--- config.mk ---
export PLATFORM = sky130hd
export DESIGN_NAME = pbts_sequencer
export DESIGN_NICKNAME = d
export VERILOG_FILES = /design/src/shared/pbts_pkg.sv /design/src/design/pbts_sequencer.sv
export VERILOG_INCLUDE_DIRS = /design/src /design/src/shared
export SDC_FILE = /design/constraint.sdc
export NUM_CORES = 1
export LEC_CHECK = 0
export BUFFER_PORTS_ARGS = -buffer_cell sky130_fd_sc_hd__buf_2
export CAP_MARGIN = 20
export CORE_ASPECT_RATIO = 1.4
export CORE_MARGIN = 2
export CORE_UTILIZATION = 30
export DETAILED_ROUTE_END_ITERATION = 16
export GPL_TIMING_DRIVEN = 1
export HOLD_SLACK_MARGIN = 0.02
export REMOVE_ABC_BUFFERS = 1
export SLEW_MARGIN = 25
export SYNTH_ARGS = -nofsm -noshare
export SYNTH_HDL_FRONTEND = slang
export SYNTH_SLANG_ARGS = --single-unit
--- constraint.sdc ---
create_clock -name core_clk_in -period 3.75 [get_ports core_clk_in]
set_clock_uncertainty 0.05 [all_clocks]
set_input_delay 0.5625 -clock core_clk_in [delete_from_list [all_inputs] [get_ports core_clk_in]]
set_output_delay 0.5625 -clock core_clk_in [all_outputs]
set_load 0.05 [all_outputs]
--- src/shared/pbts_params.svh ---
// Constants for the burst trigger sequencer: timing counts and reset values.
// Assumes a 20 MHz core clock; included by the design.
`ifndef PBTS_PARAMS_SVH
`define PBTS_PARAMS_SVH

`define PBTS_CLK_MHZ          20
`define PBTS_PERIOD_MS        80
`define PBTS_SLOT_TIME_US     1330
`define PBTS_SLOTS_PER_PERIOD 60
// Slot length in core cycles, exact product of slot time in us and clock in MHz
`define PBTS_SLOT_CYCLES      (`PBTS_SLOT_TIME_US * `PBTS_CLK_MHZ)
`define PBTS_CODE_MAX         13'h1fff
`define PBTS_COUNT_MIN        31'h0000_0001
`define PBTS_COUNT_MAX        31'h7fff_741c
`define PBTS_CODE_RST         13'h0000
`define PBTS_COUNT_RST        31'h0000_0001
`define PBTS_MASK_RST         60'h000_0000_0000_0001

`endif

--- src/shared/pbts_pkg.sv ---
// Types shared by the burst trigger sequencer.
// Assumes pbts_params.svh is on the include path.
`default_nettype none
package pbts_pkg;
   typedef enum logic [1:0] {
      PBTS_IDLE,
      PBTS_WAIT,
      PBTS_RUN
   } pbts_state_type;
endpackage : pbts_pkg
`default_nettype wire

--- src/design/pbts_sequencer.sv ---
// Burst trigger sequencer: 79.8 ms periods of 60 access slots, start
// source, repetition count, apply staging, rear pulse and leveling control.
// Assumes all inputs synchronous to core_clk_in; triggers are 1-cycle pulses.
//
// Behaviour
// - Scrambling code 0..8191 used for preamble and message of each burst.
// - One code register serves both preamble and message portions.
// - Finite count 1..2147447836 periods, or unlimited.
// - Unlimited: after trigger, run until RF, modulation or format is off.
// - Count limits transmission only with triggered start source.
// - Edits stay pending with apply-needed shown until apply.
// - Triggered: after count periods, stop, drop trigger-active, wait.
// - Each manual trigger while waiting sends the count again.
// - External trigger starts a triggered run like the manual one.
// - Immediate source: transmit as soon as format is on, or at once.
// - Manual trigger enabled only while triggered source selected.
// - Rear output one pulses at each burst start when selected.
// - One common code setup for all eight simulated user equipments.
// - Multiple-burst mode switches the output leveling loop off.
// - Each period is 60 slots 0..59, sent whole unless RF, modulation or format goes off.
// - Access slot timed as 1.33 ms.
`include "pbts_params.svh"
`default_nettype none
module pbts_sequencer import pbts_pkg::*; #(
   parameter int SLOT_CYCLES = `PBTS_SLOT_CYCLES,
   parameter int SLOTS       = `PBTS_SLOTS_PER_PERIOD
) (
   input  wire logic        core_clk_in,
   input  wire logic        rstn_in,
   input  wire logic        clk_en_in,
   input  wire logic [12:0] scramble_code_in,
   input  wire logic [30:0] period_count_in,
   input  wire logic        count_unlimited_in,
   input  wire logic [59:0] slot_mask_in,
   input  wire logic        apply_in,
   input  wire logic        trigger_source_in,
   input  wire logic        manual_trigger_in,
   input  wire logic        ext_trigger_in,
   input  wire logic        rf_on_in,
   input  wire logic        mod_on_in,
   input  wire logic        format_on_in,
   input  wire logic        multi_burst_mode_in,
   input  wire logic        burst_pulse_output_select_in,
   output logic [12:0]      scramble_code_out,
   output logic             apply_needed_out,
   output logic             transmit_out,
   output logic [5:0]       slot_index_out,
   output logic             trigger_active_indicator_out,
   output logic             manual_trigger_enable_out,
   output logic             rear_event_output_one_out,
   output logic             output_leveling_loop_en_out
);
   localparam int SCW = $clog2(SLOT_CYCLES);

   // Clamp an edited count into the legal finite range
   function automatic logic [30:0] clamp_count(input logic [30:0] c);
      if (c < `PBTS_COUNT_MIN)
         return `PBTS_COUNT_MIN;
      else if (c > `PBTS_COUNT_MAX)
         return `PBTS_COUNT_MAX;
      else
         return c;
   endfunction : clamp_count

   // Applied configuration and panel-facing flags
   logic [12:0]    code_r, code_nxt;
   logic [30:0]    cnt_r, cnt_nxt;
   logic           unlim_r, unlim_nxt;
   logic [59:0]    mask_r, mask_nxt;
   logic           need_r, need_nxt;
   logic           man_en_r, man_en_nxt;
   logic           lvl_r, lvl_nxt;
   // Sequencer state
   pbts_state_type state_r, state_nxt;
   logic [SCW-1:0] scnt_r, scnt_nxt;
   logic [5:0]     sidx_r, sidx_nxt;
   logic [30:0]    left_r, left_nxt;
   logic           src_r, src_nxt;
   logic           rear_r, rear_nxt;

   logic enabled, trig_evt, slot_end, period_end, src_rise;

   // Staged config: edits only reach the signal on apply; one set for all UEs
   always_comb begin
      code_nxt   = code_r;
      cnt_nxt    = cnt_r;
      unlim_nxt  = unlim_r;
      mask_nxt   = mask_r;
      if (apply_in) begin
         code_nxt  = scramble_code_in;
         cnt_nxt   = clamp_count(period_count_in);
         unlim_nxt = count_unlimited_in;
         mask_nxt  = slot_mask_in;
      end
      need_nxt   = (code_nxt != scramble_code_in) ||
                   (cnt_nxt != clamp_count(period_count_in)) ||
                   (unlim_nxt != count_unlimited_in) ||
                   (mask_nxt != slot_mask_in);
      man_en_nxt = trigger_source_in;
      lvl_nxt    = !multi_burst_mode_in;
   end

   always_ff @(posedge core_clk_in) begin
      if (!rstn_in) begin
         code_r   <= `PBTS_CODE_RST;
         cnt_r    <= `PBTS_COUNT_RST;
         unlim_r  <= 1'b0;
         mask_r   <= `PBTS_MASK_RST;
         need_r   <= 1'b0;
         man_en_r <= 1'b0;
         lvl_r    <= 1'b1;
      end else if (clk_en_in) begin
         code_r   <= code_nxt;
         cnt_r    <= cnt_nxt;
         unlim_r  <= unlim_nxt;
         mask_r   <= mask_nxt;
         need_r   <= need_nxt;
         man_en_r <= man_en_nxt;
         lvl_r    <= lvl_nxt;
      end
   end

   assign enabled    = rf_on_in && mod_on_in && format_on_in;
   // Manual trigger is only honoured while the triggered source is chosen
   assign trig_evt   = trigger_source_in &&
                       ((manual_trigger_in && man_en_r) || ext_trigger_in);
   assign slot_end   = scnt_r == SCW'(SLOT_CYCLES - 1);
   assign period_end = slot_end && sidx_r == 6'(SLOTS - 1);
   assign src_rise   = trigger_source_in && !src_r;

   // Period sequencer; a counted run ends on a period boundary, disable stops a run at once
   always_comb begin
      state_nxt = state_r;
      scnt_nxt  = scnt_r;
      sidx_nxt  = sidx_r;
      left_nxt  = left_r;
      src_nxt   = trigger_source_in;
      rear_nxt  = 1'b0;
      if (!enabled) begin
         state_nxt = PBTS_IDLE;
         scnt_nxt  = '0;
         sidx_nxt  = '0;
      end else begin
         unique case (state_r)
            PBTS_IDLE, PBTS_WAIT: begin
               scnt_nxt = '0;
               sidx_nxt = '0;
               if (!trigger_source_in) begin
                  state_nxt = PBTS_RUN;
               end else if (trig_evt) begin
                  state_nxt = PBTS_RUN;
                  left_nxt  = cnt_r;
               end else begin
                  state_nxt = PBTS_WAIT;
               end
            end
            PBTS_RUN: begin
               // Slot timing; whole period sent unless disabled
               rear_nxt = burst_pulse_output_select_in && scnt_r == '0 &&
                          mask_r[sidx_r];
               scnt_nxt = slot_end ? '0 : scnt_r + SCW'(1);
               if (slot_end)
                  sidx_nxt = period_end ? '0 : sidx_r + 6'h01;
               if (src_rise) begin
                  left_nxt = cnt_r;
               end else if (period_end && trigger_source_in &&
                            !unlim_r) begin
                  if (left_r == 31'h0000_0001)
                     state_nxt = PBTS_WAIT;
                  else
                     left_nxt = left_r - 31'h0000_0001;
               end
            end
         endcase
      end
   end

   always_ff @(posedge core_clk_in) begin
      if (!rstn_in) begin
         state_r <= PBTS_IDLE;
         scnt_r  <= '0;
         sidx_r  <= '0;
         left_r  <= `PBTS_COUNT_RST;
         src_r   <= 1'b0;
         rear_r  <= 1'b0;
      end else if (clk_en_in) begin
         state_r <= state_nxt;
         scnt_r  <= scnt_nxt;
         sidx_r  <= sidx_nxt;
         left_r  <= left_nxt;
         src_r   <= src_nxt;
         rear_r  <= rear_nxt;
      end
   end

   // Outputs; the code drives preamble and message spreading alike
   assign scramble_code_out            = code_r;
   assign apply_needed_out             = need_r;
   assign transmit_out                 = state_r == PBTS_RUN;
   assign slot_index_out               = sidx_r;
   assign trigger_active_indicator_out = state_r == PBTS_RUN && src_r;
   assign manual_trigger_enable_out    = man_en_r;
   assign rear_event_output_one_out    = rear_r;
   assign output_leveling_loop_en_out  = lvl_r;
endmodule : pbts_sequencer
`default_nettype wire

==> results.md <==
* Run status: finished, final reports clean
* Slowest cell delay on critical path at 590 ps
* Setup TNS at 0 ps
* Setup repair after global routing missed its margin: no
* Final non-filler cell area at 0.0106 mm²
* Die ar. at 0.0311 mm²
* Number of I/O pins at 142
* Number of H-tree levels at 4
* Count of instances resized after the clock tree is built at 0
* Worst hold stages at 3
* Classification of the worst setup path: flop to flop
* Internal power at 2.92 mW
* Shortest clock period the worst path allows after layout at 3000 ps
* Number of setup buffers added after CTS at 0
* Post-detailed-placement cell area at 0.00999 mm²
* Hold bufs inserted after CTS at 0
* Overflow left after global routing at 0
* Fraction of layout cells with a size suffix above 1 at 0.186
* Cell Area, Synth at 0.00891 mm²
* Power share of the combinational group at 0.125
* Synthesis-stage register bit count at 163
* P_leak at 3.96 nW
* Worst EP arrival at 3330 ps
* Portion of the post-synthesis area used by sequential elements at 0.366
* Yosys warns at 0
* Crit path setup slack, layout at 750 ps
* Number of violations of the max-capacitance limit at 0
* Total core area at 0.0292 mm²
* Row Count at 74
* Number of non-filler instances in the completed layout at 1,638
* Asr flop ratio synth at 0
* Via count of the first global-routing pass at 8,206
* Slowest stage cell on the critical path: or4_4
* Clock slew seen by the registers of the worst setup and hold paths at 70 ps
* Sum of net half-perimeters after detailed placement at 21,700 µm
* Total wire length at 29,100 µm
* Number of hold violations in the final report at 0
* Number of distinct library cells after synthesis at 70
* Max-slew violation count at 0
* Switching Fraction at 0.283
* DRT antenna net count at 0
* Post-Place Cells at 1,604
* Share of the core filled with cells at 0.362
* Sequential group share of total power at 0.456
* TritonCTS clock tree: yes
* Crit path required time at 4080 ps
* Actual transition at the worst max-transition pin at 946 ps
* Relative slew slack at 0.364
* Die span in y at 208 µm
* Final setup violation count at 0
* Final Total Pwr at 4.07 mW
* Effective utilization at floorplan at 0.305
* Maximum number of buffers from clock root to sink at 2
* Sinks on the clock net at 163
* CP Capture Type: flop
* Net switching component of the power at 1.15 mW
* Critical Path Fanout Max at 13
* TritonCTS buffer count at 17
* Hold slack final at 321 ps
* Fmax at 333 MHz
* Count of flip-flops with a built-in enable after synthesis at 0
* CP Cell Sequence: or4_4 -> or4_4 -> nor4_4 -> nand2_2 -> a21boi_2 -> buf_4 -> o21a_1 -> o221a_1
* Peak VDD IR at 0.303 mV
* Total routing resource utilization after global routing at 0.188
* Worst reg-to-reg path cell count at 8
* Post-synth top cells: 238 x nand2_1, 163 x dfxtp_1, 131 x a21oi_1
* Sort of element at the start of the critical path: flop
* DRC violations left at 0
* Clock network power share at 0.418
* Period Utilization, post-route at 0.800
* Worst-case setup slack after placement at 676 ps
* Number of violations reported at the end of detailed-routing iteration 0 at 470
* Clock latency reported for the late side of the worst-skew pair at 440 ps
* Total power divided by cell area at 385 mW/mm²
* Routed len/inst at 17.8 µm
* Routability Congestion at 0.882
* Most common cell on crit path: or4_4
* Chip Width at 150 µm
* Overall via count from detail_route at 8,607
* Number of port buffers at 141
* Ranking of synthesized cells by area: dfxtp_1 37%, nand2_1 10%, a21oi_1 7.4%
* DRT Pass-1 Iters at 5
* Post-synthesis cell count at 1,132
* Leading register cell type out of synthesis: dfxtp_1
* Maximum number of pins on one net before global-route repair at 80
* Global-route wire length before repair at 45,400 µm
* Final Net Count at 1,365
* Cell at the root of the clock tree: clkbuf_16
* Leading cell type by number of instances after synthesis: nand2_1
* Kind of path behind the tightest hold check: input pin to flop
* Per-instance average area after synthesis at 7.87 µm²
* Library cell occupying the most area in the post-synthesis netlist: dfxtp_1
* Number of antenna violations at the first check in global routing at 5
* Area growth from synthesis to layout at 18.5%
* Via-to-Cell Ratio at 5.25
* Post-synth top area share at 0.366
-- power by group through the flow --
stage / registers, mW / clock network, mW / logic, mW
after floorplan: 1.91 / 0 / 0.265
after detailed placement: 1.90 / 0 / 0.512
after global placement: 1.90 / 0 / 0.509
after CTS: 1.86 / 1.74 / 0.514
final: 1.86 / 1.70 / 0.510
after global routing: 1.87 / 1.81 / 0.562
-- worst max-delay path: cells and delay by family (launching register included) --
| kind | cells | cell delay (ps) |
|---|---|---|
| and+or+nand+nor | 4 | 1410 |
| AOI/OAI and AO/OA | 3 | 840 |
| DFF | 1 | 350 |
| buffers and inverters | 1 | 280 |
-- worst paths after layout --
check	slack, ps	to	startpoint
setup / recovery	750	left_r[27]	scnt_r[4]
hold / removal	320	mask_r[29]	slot_mask_in[29]
setup reg to reg	750	left_r[27]	scnt_r[4]
hold reg to reg	410	cnt_r[26]	cnt_r[26]
-- metal layers --
layer  vias up  share of wire  track usage
li1       4232              -            -
met4         6          0.040       0.0936
met3        55          0.048       0.0376
met5         -         0.0012            0
met1      4090           0.40        0.218
met2       224           0.51        0.325
-- layout by cell type, fill, tap and decap left out, types with 7 or more instances in the layout --
cell / count
a211oi_1: 11
a21oi_1: 131
a31oi_1: 7
and3_1: 8
buf_2: 141
buf_4: 17
clkbuf_16: 17
dfxtp_1: 163
inv_1: 31
mux4_2: 19
nand2_1: 237
nand2b_1: 14
nand3_1: 23
nand4_1: 25
nor2_1: 68
nor2b_1: 20
nor3_1: 19
nor4_1: 28
o21ai_0: 40
o22ai_1: 13
or3_1: 9
or4_1: 7
xnor2_1: 35
xor2_1: 48
-- cell families after synthesis --
family          count (synthesis)  share of synthesized area
compound gates                269                      0.186
flops                         163                      0.366
fa+ha+maj                       5                    0.00702
mux                            22                     0.0514
simple gates                  490                      0.263
xor+xnor                       83                     0.0816
buf+inv                       100                     0.0449
-- registers in the layout, indices dropped and copies added (netlist names) --
signal	count
mask_r	60
cnt_r	31
rear_event_output_one_out	1
left_r	31
slot_index_out	6
unlim_r	1
scnt_r	15
src_r	1
state_r	2
apply_needed_out	1
scramble_code_out	13
output_leveling_loop_en_out	1
-- layout make-up --
cell class	count	area, µm²
clock buffer	19	433
inverter	32	123
sequential	163	3260
tap	380	475
timing repair buffer	160	873
multi-input combinational	869	5260
antenna	2	5.00
clock inverter	13	129
fill	3045	18600
Power figures use the tool's default switching activity.
